File: src/pkg/csl_pkg.sv
// package: constants for the cascadable serial shift link
package csl_pkg;
	localparam int CSL_SHIFT_BITS    = 224;
	localparam int CSL_CHANNELS      = 12;
	localparam int CSL_SYNC_STAGES   = 2;
	// forwarded clock leads the data out step by this many sys_clk cycles
	localparam int CSL_CLK_FWD_DELAY = 1;
	localparam logic CSL_DATA_RST    = 1'h0;
endpackage

File: src/pkg/csl_sync_if.sv
// interface: synchronised link levels and edge strobe between the sampler and the core
`timescale 1ns/1ps
`default_nettype none
interface csl_sync_if;
	logic clk_lvl;
	logic data_lvl;
	logic rise;
	logic cur_gnd;
	modport src (output clk_lvl, output data_lvl, output rise, output cur_gnd);
	modport dst (input clk_lvl, input data_lvl, input rise, input cur_gnd);
endinterface
`default_nettype wire

File: src/hw/csl_sampler.sv
// module: two-flop synchronisers and rising-edge detector for the link pins
`timescale 1ns/1ps
`default_nettype none
module csl_sampler
	import csl_pkg::*;
(
	input  wire logic   sys_clk_in,
	input  wire logic   srst_in,
	input  wire logic   shift_clock_in,
	input  wire logic   serial_data_in,
	input  wire logic   current_set_gnd_in,
	csl_sync_if.src     sync
);
	logic [2:0] meta_r, meta_nxt;
	logic [2:0] stab_r, stab_nxt;
	logic       clk_d_r, clk_d_nxt;

	always_comb begin
		meta_nxt  = {current_set_gnd_in, serial_data_in, shift_clock_in};
		stab_nxt  = meta_r;
		clk_d_nxt = stab_r[0];
	end

	always_ff @(posedge sys_clk_in) begin
		if (srst_in) begin
			meta_r  <= 3'h0;
			stab_r  <= 3'h0;
			clk_d_r <= 1'h0;
		end else begin
			meta_r  <= meta_nxt;
			stab_r  <= stab_nxt;
			clk_d_r <= clk_d_nxt;
		end
	end

	// edge seen on the second stage only; data sampled in the same cycle is its value
	assign sync.clk_lvl  = stab_r[0];
	assign sync.data_lvl = stab_r[1];
	assign sync.cur_gnd  = stab_r[2];
	assign sync.rise     = stab_r[0] & ~clk_d_r;
endmodule
`default_nettype wire

File: src/hw/csl_link.sv
// module: 224-bit cascadable serial shift register with clock forwarding
`timescale 1ns/1ps
`default_nettype none
module csl_link
	import csl_pkg::*;
#(
	parameter int SHIFT_BITS = CSL_SHIFT_BITS,
	parameter int CHANNELS   = CSL_CHANNELS
) (
	input  wire logic                  sys_clk_in,
	input  wire logic                  srst_in,
	input  wire logic                  shift_clock_in,
	input  wire logic                  serial_data_in,
	input  wire logic                  current_set_gnd_in,
	input  wire logic [CHANNELS-1:0]   channel_on_in,
	output var  logic                  serial_data_out,
	output var  logic                  shift_clock_out,
	output var  logic [CHANNELS-1:0]   channel_drive_out,
	output var  logic [SHIFT_BITS-1:0] shift_reg_out
);
	csl_sync_if sync ();

	csl_sampler u_sampler (
		.sys_clk_in         (sys_clk_in),
		.srst_in            (srst_in),
		.shift_clock_in     (shift_clock_in),
		.serial_data_in     (serial_data_in),
		.current_set_gnd_in (current_set_gnd_in),
		.sync               (sync)
	);

	//----------------------------------------
	// shift step
	//----------------------------------------
	// shift one cycle after the edge: forwarded clock rises while data out
	// still holds the leaving bit, so a chained device takes that bit
	logic step_r, step_nxt;
	logic dat_r, dat_nxt;

	always_comb begin
		step_nxt = sync.rise;
		dat_nxt  = sync.data_lvl;
	end

	always_ff @(posedge sys_clk_in) begin
		if (srst_in) begin
			step_r <= 1'h0;
			dat_r  <= CSL_DATA_RST;
		end else begin
			step_r <= step_nxt;
			dat_r  <= dat_nxt;
		end
	end

	//----------------------------------------
	// shift path
	//----------------------------------------
	logic [SHIFT_BITS-1:0] sreg_r, sreg_nxt;
	logic                  sdo_r, sdo_nxt;

	always_comb begin
		sreg_nxt = sreg_r;
		if (step_r) begin
			sreg_nxt = {sreg_r[SHIFT_BITS-2:0], dat_r};
		end
		// taken from the next value so data out moves in the same step
		sdo_nxt = sreg_nxt[SHIFT_BITS-1];
	end

	always_ff @(posedge sys_clk_in) begin
		if (srst_in) begin
			sreg_r <= '0;
			sdo_r  <= CSL_DATA_RST;
		end else begin
			sreg_r <= sreg_nxt;
			sdo_r  <= sdo_nxt;
		end
	end

	//----------------------------------------
	// clock forwarding
	//----------------------------------------
	logic sck_r, sck_nxt;

	always_comb begin
		// follows the synchronised pin, one cycle ahead of the shift
		sck_nxt = sync.clk_lvl;
	end

	always_ff @(posedge sys_clk_in) begin
		if (srst_in) begin
			sck_r <= 1'h0;
		end else begin
			sck_r <= sck_nxt;
		end
	end

	//----------------------------------------
	// channel gating
	//----------------------------------------
	// grounded terminal wins over any on request
	var  logic [CHANNELS-1:0] drv_r;
	wire logic [CHANNELS-1:0] drv_nxt;

	for (genvar g = 0; g < CHANNELS; g++) begin : g_gate
		assign drv_nxt[g] = sync.cur_gnd ? 1'h0 : channel_on_in[g];
	end

	always_ff @(posedge sys_clk_in) begin
		if (srst_in) begin
			drv_r <= '0;
		end else begin
			drv_r <= drv_nxt;
		end
	end

	//----------------------------------------
	// outputs
	//----------------------------------------
	assign serial_data_out   = sdo_r;
	assign shift_clock_out   = sck_r;
	assign channel_drive_out = drv_r;
	assign shift_reg_out     = sreg_r;

	//----------------------------------------
	// checks
	//----------------------------------------
	property p_capture;
		@(posedge sys_clk_in) disable iff (srst_in)
		step_r |=> (sreg_r[0] == $past(dat_r));
	endproperty
	a_capture: assert property (p_capture) else $error("bit zero missed data");

	property p_shift;
		@(posedge sys_clk_in) disable iff (srst_in)
		step_r |=> (sreg_r[SHIFT_BITS-1:1] == $past(sreg_r[SHIFT_BITS-2:0]));
	endproperty
	a_shift: assert property (p_shift) else $error("register did not shift");

	property p_hold;
		@(posedge sys_clk_in) disable iff (srst_in)
		!step_r |=> $stable(sreg_r);
	endproperty
	a_hold: assert property (p_hold) else $error("register moved without edge");

	property p_msb;
		@(posedge sys_clk_in) disable iff (srst_in)
		serial_data_out == sreg_r[SHIFT_BITS-1];
	endproperty
	a_msb: assert property (p_msb) else $error("data out not top bit");

	property p_sdo_step;
		@(posedge sys_clk_in) disable iff (srst_in)
		!$stable(serial_data_out) |-> $past(step_r);
	endproperty
	a_sdo_step: assert property (p_sdo_step) else $error("data out moved off step");

	property p_fwd;
		@(posedge sys_clk_in) disable iff (srst_in)
		sync.rise |=> shift_clock_out;
	endproperty
	a_fwd: assert property (p_fwd) else $error("clock not forwarded");

	property p_fwd_low;
		@(posedge sys_clk_in) disable iff (srst_in)
		$fell(sync.clk_lvl) |=> !shift_clock_out;
	endproperty
	a_fwd_low: assert property (p_fwd_low) else $error("forwarded clock stuck");

	property p_off;
		@(posedge sys_clk_in) disable iff (srst_in)
		sync.cur_gnd |=> (channel_drive_out == '0);
	endproperty
	a_off: assert property (p_off) else $error("outputs on while grounded");

	property p_pass;
		@(posedge sys_clk_in) disable iff (srst_in)
		!sync.cur_gnd |=> (channel_drive_out == $past(channel_on_in));
	endproperty
	a_pass: assert property (p_pass) else $error("on request not passed");

	property p_step;
		@(posedge sys_clk_in) disable iff (srst_in)
		sync.rise |=> step_r;
	endproperty
	a_step: assert property (p_step) else $error("shift step not taken");

	property p_rise_once;
		@(posedge sys_clk_in) disable iff (srst_in)
		sync.rise |=> !sync.rise;
	endproperty
	a_rise_once: assert property (p_rise_once) else $error("edge seen twice");

	property p_follow;
		@(posedge sys_clk_in) disable iff (srst_in)
		shift_clock_out == $past(sync.clk_lvl);
	endproperty
	a_follow: assert property (p_follow) else $error("forwarded clock off pin level");

	// chained device must see the clock rise before data out moves
	property p_lead;
		@(posedge sys_clk_in) disable iff (srst_in)
		$rose(shift_clock_out) |-> (step_r && $stable(serial_data_out));
	endproperty
	a_lead: assert property (p_lead) else $error("clock did not lead data out");

	property p_sdo_idle;
		@(posedge sys_clk_in) disable iff (srst_in)
		!step_r |=> $stable(serial_data_out);
	endproperty
	a_sdo_idle: assert property (p_sdo_idle) else $error("data out moved idle");

	property p_reg_top;
		@(posedge sys_clk_in) disable iff (srst_in)
		shift_reg_out[SHIFT_BITS-1] == serial_data_out;
	endproperty
	a_reg_top: assert property (p_reg_top) else $error("register top differs");
endmodule
`default_nettype wire

File: config.mk
export PLATFORM = sky130hd
export DESIGN_NAME = csl_link
export DESIGN_NICKNAME = d
export VERILOG_FILES = /design/src/pkg/csl_pkg.sv /design/src/pkg/csl_sync_if.sv /design/src/hw/csl_sampler.sv /design/src/hw/csl_link.sv
export SDC_FILE = /design/constraint.sdc
export NUM_CORES = 1
export LEC_CHECK = 0
export ABC_AREA = 1
export BUFFER_PORTS_ARGS = -buffer_cell sky130_fd_sc_hd__buf_2
export CAP_MARGIN = 20
export CORE_ASPECT_RATIO = 1.4
export CORE_MARGIN = 2
export CORE_UTILIZATION = 53
export CTS_CLUSTER_SIZE = 28
export DETAILED_ROUTE_END_ITERATION = 8
export GPL_TIMING_DRIVEN = 1
export MAX_ROUTING_LAYER = met4
export PLACE_DENSITY = 0.8
export SYNTH_ARGS = -nofsm -noshare
export SYNTH_HDL_FRONTEND = slang
export SYNTH_HIERARCHICAL = 1
export SYNTH_SLANG_ARGS = --single-unit
File: constraint.sdc
create_clock -name sys_clk_in -period 3.31 [get_ports sys_clk_in]
set_clock_uncertainty 0.15 [all_clocks]
set_input_delay 0.331 -clock sys_clk_in [delete_from_list [all_inputs] [get_ports sys_clk_in]]
set_output_delay 0.331 -clock sys_clk_in [all_outputs]
set_load 0.005 [all_outputs]
## After elaboration in Yosys (flattened, before gate mapping)

Cells that the tools add are included.

| storage, ports and cells | value |
|---|---|
| bits in read-only memories | 0 |
| word-level logic and storage cells | 11 |
| register bits | 245 |
| bits in writable memories | 0 |
| memories | 0 |
| latch bits | 0 |
| output and inout port bits | 238 |
| input bits | 17 |

| cells by class | value |
|---|---|
| reductions and logical operators | 1 |
| shifts and indexed selects | 0 |
| div/mod/pow operators | 0 |
| muxes and demuxes | 0 |
| equality and inequality tests | 0 |
| bitwise gates (word level) | 2 |
| $mul | 0 |
| magnitude comparators | 0 |
| add/subtract/negate cells | 0 |

Operator list:

| cell | number |
|---|---|
| $reduce_or 2->1 | 1 |
| $and 1x1->1 | 1 |
| $not 1->1 | 1 |

## Depth between registers and ports, before layout

Gate-level depths: netlist of the first run.

| logic depth | value |
|---|---|
| depth after elaboration | 2 |
| depth in mapped cells | 6 |
| depth with buffers taken out | 4 |

## Cells and area by module

The synthesis of the first run kept the hierarchy.

Modules (own cells, without submodules):

| module | times used | sequential area each (um^2) | cells each | area each (um^2) |
|---|---|---|---|---|
| csl_link | 1 | 4784.6 | 1467 | 9575.4 |
| csl_sampler | 1 | 140.1 | 22 | 196.4 |

## Worst setup path after synthesis of the first run

Ideal clock, no wire load.

| timing path | value |
|---|---|
| kind | register -> register |
| from | reg step_r |
| to | reg sreg_r[21] (netlist: shift_reg_out[21]) |
| clock period less this slack | 1.117 ns |
| cell stages (with the launch flop) | 7 |
| library setup time | 0.113 ns |
| buffers on the path | 3 |
| arrival time | 0.854 ns |
| required time | 3.047 ns |
| path slack | 2.193 ns |
| path through | dfxtp_1 -> buf_4 -> buf_6 -> buf_2 -> nand2_1 -> nand2_1 -> nor2_1 |

RTL lines:

| what | line | RTL |
|---|---|---|
| start: declaration | csl_link.sv:37 | `logic step_r, step_nxt;` |
| start signal: assignment | csl_link.sv:50 | `step_r <= step_nxt;` |
| end signal: assignment | csl_link.sv:75 | `sreg_r <= sreg_nxt;` |
| end: declaration | csl_link.sv:58 | `logic [SHIFT_BITS-1:0] sreg_r, sreg_nxt;` |

==> metrics.txt, run 1 <==
ant diodes=0; Setup Slack @ Placement=1540 ps; H-tree Lvls=1; Clock transition at path regs=~60 ps; Final period util=53.5%; drt drc=0; Crit-path slowest cell=dfxtp_4; die height=165 um; Critical Path Start Type=flop; final worst slack=1540 ps; status=completed; critical path fanouts, max=79; Num CTS Buffers=24; synth-to-layout area growth=23.5%; fraction of layout cells with a size suffix above 1=about 18%; sequential area share after synthesis=between 50% and 60%; Final Non-Filler Cells=1981; vias in the first global route=approximately 7700; worst vdd ir=0.529 mV; Crit path top cell by count=nand2_1; Cell Area, Synth=9770 um2; Clock Path Buffers=3; dpl cell area=11100 um2; Rel. slew slack=42.5%; DR vias/cell=4.38; RePlAce Congestion=between 0.7 and 0.8; total number of vias=8668; Total GRT Usage=20.8%; CTS tree=done; HPWL after DPL=13.7 mm; post-route ant nets=0; WP data arrival=2020 ps; CTS sink cnt=246; Die Area=around 20000 um2; core area=18000 um2; CP Class=flop to flop; Max-cap violations=0; total negative slack=0 ps; GRT Residual Overflow=0; Worst EP required=3560 ps; WL/cell=10.5 um; Post-CTS Resized=0; first-pass GRT wire length=33.9 mm; I/O pins=255; Die Wd=119 um; CP Cell Sequence=buf_12 > nand2_1 > nand2_1 > nor2_1; Slew Viols, Final=0; placed cells=1920; register area=a little under 5000 um2; minimum clock period=1770 ps; most common cell after layout, fill and taps aside=nor2_1; crit path capture type=flop; Fmax=565 MHz; synth warn=6; multi-input logic area=roughly 3500 um2; CTS Root Cell=clkbuf_16; pwr dens=534 nW/um2; PortBufs=254; Syn Area/Cell=6.56 um2; Iter 0 DRT Violations=roughly 400; worst hold path class=flop to flop; post-synthesis cell type count=10; RSZ-0062 raised after global routing=false; slowest stage delay, CP=920 ps; Hold WS=roughly 260 ps; Initial Util=54.3%; initial antenna violation count=0; Worst-Margin Slew=863 ps; synthesized flop and latch total=about 250; delay-heaviest family, CP=flip-flops; most frequent cells in the layout=471 x nor2_1, 448 x nand2_1, 254 x buf_2; clock latency on the worst-skew pair=between 500 and 600 ps; Routed WL=20.8 mm; setup violators final=0; Initial DRT Pass Iterations=4; CP Buf/Inv Count=1; Hold Vio Cnt, Final=0; Post-Synthesis Cells=1489; hold-fix buffers at CTS=17; Nets=1740; post-CTS setup buffer count=0; # fillers=1548; syn_nets=1506; Leak=roughly 5.8 nW; largest net degree at the start of global routing=~100; design area=approximately 12000 um2; FP Rows=58
-- per-stage QoR --
stage / power (mW) / utilization, %
2_1_floorplan: 3.53 / -
3_3_place_gp: 3.68 / 61.5
3_5_place_dp: 3.70 / 61.5
4_1_cts: 6.50 / 67.0
5_1_grt: 6.71 / 67.0
6_report: 6.45 / 67.0
-- flip-flops by register name, summed over array words and instances (netlist names) --
name	flops
channel_drive_out	12
dat_r	1
shift_clock_out	1
shift_reg_out	224
step_r	1
u_sampler/clk_d_r	1
u_sampler/meta_r	3
u_sampler/stab_r	3
-- layout make-up --
cell class / instances / area share (%)
clock inverter: 5 / 0.622
sequential: 246 / 40.8
tap: 240 / 2.49
timing repair buffer: 284 / 13.5
clock buffer: 39 / 6.20
inverter: 247 / 7.72
multi-input combinational: 920 / 28.6
-- final timing paths --
kind | start | depth (start not counted) | slack (ps) | end
worst min register to register | u_sampler/stab_r[1]$_SDFF_PP0_ | 2 | 260 | dat_r$_SDFF_PP0_
worst max register to register | step_r$_SDFF_PP0_ | 4 | 1540 | shift_reg_out[142]$_SDFFE_PP0P_
worst max-delay path | step_r$_SDFF_PP0_ | 4 | 1540 | shift_reg_out[142]$_SDFFE_PP0P_
worst min-delay path | u_sampler/stab_r[1]$_SDFF_PP0_ | 2 | 260 | dat_r$_SDFF_PP0_
-- worst min-delay path, stage by stage (launching register included) --
cell     delay [ps]
dfxtp_1         300
inv_1            40
nor2_1           30
-- kinds of logic (layout without fill, tap and decap cells) --
kind of cell           Yosys count  count (layout)  share of synthesized area [%]
DFF                            246             246                           50.4
and+or+nand+nor                920             920                           35.4
buffers and inverters          323             575                           14.2
-- synth_stat cells, drive strengths merged --
cell	instances	area share (%)
nor2	471	18
nand2	448	17
inv	247	9.5
dfxtp	246	50
buf	76	4.8
or2	1	0.064
-- per-layer routing --
metal | share of wire (%) | track usage (%) | vias up
met5 | 0 | - | -
met2 | 48 | 36.1 | 218
li1 | - | - | 4651
met4 | 2.3 | 6.17 | 0
met3 | 7.0 | 4.87 | 39
met1 | 42 | 24.1 | 3760
-- report_power, final --
group,internal [mW],switching [mW]
logic,0.219,0.278
registers,3.07,0.0812
clock network,1.70,1.10
total,4.98,1.46
No activity file was read; power rests on OpenSTA's default activity.
==> inputs of run 2 (changes only) <==
--- a/config.mk
+++ b/config.mk
@@ -10,12 +10,12 @@
 export CAP_MARGIN = 20
 export CORE_ASPECT_RATIO = 1.4
 export CORE_MARGIN = 2
-export CORE_UTILIZATION = 53
+export CORE_UTILIZATION = 48
 export CTS_CLUSTER_SIZE = 28
 export DETAILED_ROUTE_END_ITERATION = 8
 export GPL_TIMING_DRIVEN = 1
 export MAX_ROUTING_LAYER = met4
-export PLACE_DENSITY = 0.8
+export PLACE_DENSITY = 0.76
 export SYNTH_ARGS = -nofsm -noshare
 export SYNTH_HDL_FRONTEND = slang
 export SYNTH_HIERARCHICAL = 1
==> constraint.sdc (replaced) <==
create_clock -name sys_clk_in -period 1.6 [get_ports sys_clk_in]
set_clock_uncertainty 0.15 [all_clocks]
set_input_delay 0.16 -clock sys_clk_in [delete_from_list [all_inputs] [get_ports sys_clk_in]]
set_output_delay 0.16 -clock sys_clk_in [all_outputs]
set_load 0.005 [all_outputs]
==> run 2 against run 1 <==
  * Clock power rose by 110%
  * Register-to-register slack got worse by 1200 ps
  * Sequential cell count did not move
  * Worst setup slack got worse by 1300 ps
  * Die area rose by 10%
  * Cell area rose by 1.8%
  * Final cell count rose by 1.3%
  * Combinational power rose by 120%
  * Via count rose by 1.1%
  * Count of clock-buffer cells in the layout fell by 3
  * Routed wire length rose by 3.1%
  * Core utilization fell by 5.4 points
  * Critical path type is now input port to flop
  * Largest cell class unchanged
  * Highest routed layer unchanged
==> metrics.txt, run 2 (synthesized netlist as in run 1, its figures left out) <==
Final period util=85.5%; Leak=5.89 nW; I/O pins=255; dpl cell area=11300 um2; register area=4930 um2; drt drc=0; clock latency on the worst-skew pair=510 ps; RSZ-0062 raised after global routing=false; post-CTS setup buffer count=0; Crit-path slowest cell=dlygate4sd3_1; Max-cap violations=0; RePlAce Congestion=between 0.8 and 0.9; FP Rows=61; PortBufs=254; Fmax=731 MHz; core area=between 15000 and 20000 um2; crit path capture type=flop; Clock Path Buffers=3; Setup Slack @ Placement=between 200 and 300 ps; ant diodes=0; CP Cell Sequence=dlygate4sd3_1 > buf_2 > nor2_1 > dlygate4sd3_1; Hold WS=around 250 ps; fraction of layout cells with a size suffix above 1=between 10% and 20%; CTS sink cnt=246; fin util=61.6%; CTS Root Cell=clkbuf_16; most common cell after layout, fill and taps aside=nor2_1; Clock power frac=a little over two fifths; WL/cell=10.7 um; synth-to-layout area growth=25.7%; Critical Path Start Type=input port; final worst slack=233 ps; pwr dens=~1100 nW/um2; Routed WL=21.5 mm; Rel. slew slack=78.5%; DR vias/cell=4.37; slowest stage delay, CP=580 ps; Nets=roughly 1800; minimum clock period=1370 ps; most frequent cells in the layout=471 x nor2_1, 448 x nand2_1, 254 x buf_2; setup violators final=0; Total GRT Usage=19.8%; CP Buf/Inv Count=3; delay-heaviest family, CP=buffers and inverters; GRT Residual Overflow=0; status=completed; Post-CTS Resized=0; Iter 0 DRT Violations=375; first-pass GRT wire length=35.9 mm; worst vdd ir=0.761 mV; H-tree Lvls=1; CP Class=input port to flop; HPWL after DPL=14.5 mm; Clock transition at path regs=60 ps; power share of the sequential group=48.4%; Slew Viols, Final=0; Worst EP required=1840 ps; die height=between 150 and 200 um; critical path fanouts, max=12; WP data arrival=1610 ps; switch share=22.7%; Num CTS Buffers=25; total number of vias=8762; Initial Util=between 40% and 50%; total negative slack=0 ps; Crit path top cell by count=dlygate4sd3_1; vias in the first global route=7880; Hold Vio Cnt, Final=0; Die Wd=approximately 120 um; worst hold path class=flop to flop; largest net degree at the start of global routing=80; # fillers=1876; design area=approximately 12000 um2; hold-fix buffers at CTS=19; Initial DRT Pass Iterations=5; Sw Pwr=3.05 mW; CTS tree=done; Die Area=21500 um2; combinational power share=8.0%; initial antenna violation count=0; Worst-Margin Slew=322 ps; multi-input logic area=roughly 3500 um2; max FFs per register=224; post-route ant nets=0; Internal=10.4 mW
## run 2: layout make-up
| cell class | count | area share [%] |
|---|---|---|
| well taps | 252 | 2.57 |
| inverters | 247 | 7.59 |
| clock inverters | 7 | 0.723 |
| flip-flops and latches | 246 | 40.1 |
| multi-input cells | 920 | 28.1 |
| repair buffers | 298 | 14.8 |
| clock buffers | 36 | 6.09 |
## run 2: per-layer routing
metal / track usage [%] / part of all wire (%)
met2: 33.7 / 49
met3: 4.05 / 6.0
met1: 23.3 / 43
met5: - / 0
met4: 6.60 / 2.6
## run 2: worst paths after layout
kind	startpoint	to	slack (ps)	cells after the start
setup / recovery	srst_in	u_sampler/meta_r[1]$_SDFF_PP0_	230	4
hold / removal	u_sampler/stab_r[1]$_SDFF_PP0_	dat_r$_SDFF_PP0_	250	2
setup reg to reg	step_r$_SDFF_PP0_	shift_reg_out[114]$_SDFFE_PP0P_	310	5
hold reg to reg	u_sampler/stab_r[1]$_SDFF_PP0_	dat_r$_SDFF_PP0_	250	2
## run 2: per-stage QoR
stage	total power [mW]	std cells
after floorplan	7.31	1489
after global placement	7.65	1944
after detailed placement	7.69	1944
after CTS	13.6	2006
after global routing	14.0	2006
final	13.4	2006
## run 2: power groups by stage
stage | Combinational [mW] | Clock, mW | Sequential, mW
after floorplan | 0.665 | 0 | 6.64
after global placement | 1.02 | 0 | 6.63
after detailed placement | 1.05 | 0 | 6.64
after CTS | 1.09 | 6.02 | 6.50
after global routing | 1.24 | 6.27 | 6.53
final | 1.08 | 5.85 | 6.51
## run 2: worst register-to-register path, delay by kind of cell (launching register included)
| family | cells | cell delay [ps] |
|---|---|---|
| buf+inv | 2 | 440 |
| flops | 1 | 390 |
| simple gates | 3 | 210 |
==> inputs of run 3 (changes only) <==
--- a/config.mk
+++ b/config.mk
@@ -5,17 +5,16 @@
 export SDC_FILE = /design/constraint.sdc
 export NUM_CORES = 1
 export LEC_CHECK = 0
-export ABC_AREA = 1
 export BUFFER_PORTS_ARGS = -buffer_cell sky130_fd_sc_hd__buf_2
 export CAP_MARGIN = 20
 export CORE_ASPECT_RATIO = 1.4
 export CORE_MARGIN = 2
-export CORE_UTILIZATION = 48
+export CORE_UTILIZATION = 46
 export CTS_CLUSTER_SIZE = 28
 export DETAILED_ROUTE_END_ITERATION = 8
 export GPL_TIMING_DRIVEN = 1
 export MAX_ROUTING_LAYER = met4
-export PLACE_DENSITY = 0.76
+export PLACE_DENSITY = 0.75
 export SYNTH_ARGS = -nofsm -noshare
 export SYNTH_HDL_FRONTEND = slang
 export SYNTH_HIERARCHICAL = 1
==> run 3 against run 2 <==
  * Core utilization decreased by 1.4 points
  * Largest power group unchanged
  * Synthesized cell count decreased by 48%
  * Routed wire length decreased by 16%
  * Clock power increased by 3.6%
  * Die area decreased by 8.4%
  * Register-to-register slack got worse by 120 ps
==> metrics.txt, run 3 <==
CTS tree=done; GRT Residual Overflow=0; most frequent cells in the layout=253 x buf_2, 245 x dfxtp_1, 225 x nor2_1; I/O pins=255; Hold Vio Cnt, Final=0; slowest stage delay, CP=550 ps; post-synthesis cell type count=10; ant diodes=0; most common cell after layout, fill and taps aside=buf_2; CP Class=input port to flop; ys flop type=dfxtp_1; synthesized flop and latch total=246; r2r setup slk=190 ps; Fmax=650 MHz; reg-to-reg endpoint=shift_reg_out[45]$_SDFFE_PP0P_; Routed WL=18.0 mm; switch share=19.7%; Worst EP required=1850 ps; Final period util=between 90% and 100%; Iter 0 DRT Violations=290; Post-synth top cells=246 x dfxtp_1, 225 x nor2_1, 224 x mux2i_1; Internal=10.1 mW; Num CTS Buffers=23; drt drc=0; first-pass GRT wire length=28.5 mm; cell taking the most area after synthesis=dfxtp_1; core area=18400 um2; Sw Pwr=2.48 mW; Synth async-reset ratio=0%; synth warn=6; min-delay src=channel_on_in[7]; WHS Path Cells=3; CTS sink cnt=~250; Syn Area/Cell=11.1 um2; RSZ-0062 raised after global routing=false; Critical Path Start Type=input port; DR vias/cell=4.75; fraction of layout cells with a size suffix above 1=29.6%; Clock Path Buffers=3; Nets=1048; max FFs per register=about 220; CP Cell Sequence=dlygate4sd3_1 > buf_6 > buf_12 > nor2b_1 > dlygate4sd3_1; synth-to-layout area growth=29.4%; most common cell in the netlist=dfxtp_1; share of the synthesized area in the top cell type=between 50% and 60%; largest net degree at the start of global routing=85; pwr dens=1140 nW/um2; Crit path top cell by count=dlygate4sd3_1; worst r2r src=step_r$_SDFF_PP0_; post-route ant nets=0; total negative slack=0 ps; Leak=~4.8 nW; Clock power frac=approximately 48%; Post-synth EDFFs=0; Total GRT Usage=between 15 and 20%; final worst slack=61.1 ps; Die Area=around 20000 um2; Slew Viols, Final=0; worst vdd ir=a little over 0.9 mV; minimum clock period=between 1500 and 2000 ps; WP data arrival=1780 ps; Reg2Reg Depth=4; total number of vias=6133; critical path fanouts, max=79; Setup Slack @ Placement=a little over 200 ps; crit path capture type=flop; worst hold path class=input port to flop; power share of the sequential group=49.0%; Clock transition at path regs=around 60 ps; WL/cell=14.0 um; Initial Util=46.5%; Hold WS=242 ps; setup violators final=0; design area=11100 um2; Cell Area, Synth=8550 um2; initial antenna violation count=0; CTS Root Cell=clkbuf_16; Synth area leaders=dfxtp_1 58%, mux2i_1 26%, nor2_1 9.9%; Rel. slew slack=61.2%; dpl cell area=10000 um2; sequential area share after synthesis=between 50% and 60%; vias in the first global route=5745; Post-CTS Resized=0; FP Rows=between 50 and 60; PortBufs=254; Max-cap violations=0; Initial DRT Pass Iterations=4; Crit-path slowest cell=dlygate4sd3_1; Worst-Margin Slew=580 ps; die height=roughly 170 um; HPWL after DPL=11.8 mm; clock latency on the worst-skew pair=500 ps; Die Wd=119 um; status=completed; RePlAce Congestion=0.784; worst hold endpoint=channel_drive_out[7]$_SDFF_PP0_; H-tree Lvls=1; combinational power share=2.9%; Post-Synthesis Cells=770; syn_nets=787
run 3: cell types whose count changed after synthesis, moves of 13 or more:
cell | before | now
mux2i_1 | 0 | 224
nand2_1 | 448 | 0
clkbuf_1 | 0 | 13
inv_1 | 246 | 0
nor2_1 | 471 | 225
buf_2 | 44 | 13
buf_4 | 23 | 8
run 3: how the worst max path moves through the flow:
stage / startpoint / to / slack, ps / cells after the start
4_1_cts: srst_in / u_sampler/meta_r[2]$_SDFF_PP0_ / 70 / 5
3_3_place_gp: step_r$_SDFF_PP0_ / shift_reg_out[86]$_SDFFE_PP0P_ / 240 / 4
6_report: srst_in / u_sampler/meta_r[2]$_SDFF_PP0_ / 60 / 5
3_5_place_dp: step_r$_SDFF_PP0_ / shift_reg_out[86]$_SDFFE_PP0P_ / 210 / 4
2_1_floorplan: step_r$_SDFF_PP0_ / shift_reg_out[190]$_SDFFE_PP0P_ / 350 / 5
5_1_grt: srst_in / u_sampler/meta_r[2]$_SDFF_PP0_ / 30 / 5
run 3: worst max-delay path: cells and delay by family:
kind / cells / cell delay [ps]
buffers and inverters: 4 / 1550
and+or+nand+nor: 1 / 80
run 3: power groups by stage:
stage               clock [mW]  combinational (mW)  sequential (mW)
floorplan                    0               0.241             6.30
detailed placement           0               0.324             6.29
global placement             0               0.322             6.29
global route              6.44               0.386             6.15
finish                    6.06               0.359             6.16
CTS                       6.20               0.357             6.15
run 3: per-stage QoR:
stage                     cells  util, %  total power [mW]
final                      1292     60.2              12.6
after global routing       1292     60.2              13.0
after CTS                  1292     60.2              12.7
after detailed placement   1232     54.5              6.62
after global placement     1232     54.5              6.61
after floorplan             770        -              6.54
run 3: cell families (layout without fill, tap and decap cells):
kind of cell  after synthesis  after routing  share of synthesized area, %
mux                       224            224                          26.2
simple gates              248            248                          11.6
buf+inv                    52            330                          4.67
flops                     246            246                          57.6
run 3: cell type report:
type	count	area, um2
Clock buffer	33	683
Fill cell	1525	7310
Multi-Input combinational cell	472	3230
Clock inverter	9	180
Sequential cell	246	4930
Timing Repair Buffer	288	1740
Tap cell	244	305
run 3: metal layers:
layer | wire, um | global-route usage, % | vias to the layer above
met5 | 0 | - | -
met4 | 279 | 5.30 | 0
met3 | 974 | 3.09 | 25
met2 | 8860 | 29.9 | 193
met1 | 7920 | 21.9 | 2856
li1 | - | - | 3059
run 3: what timing repair did:
item / CTS / global route
endpoints found under the hold margin: 121 / 0
hold buffers: 18 / 0
buffers inserted: 0 / 0
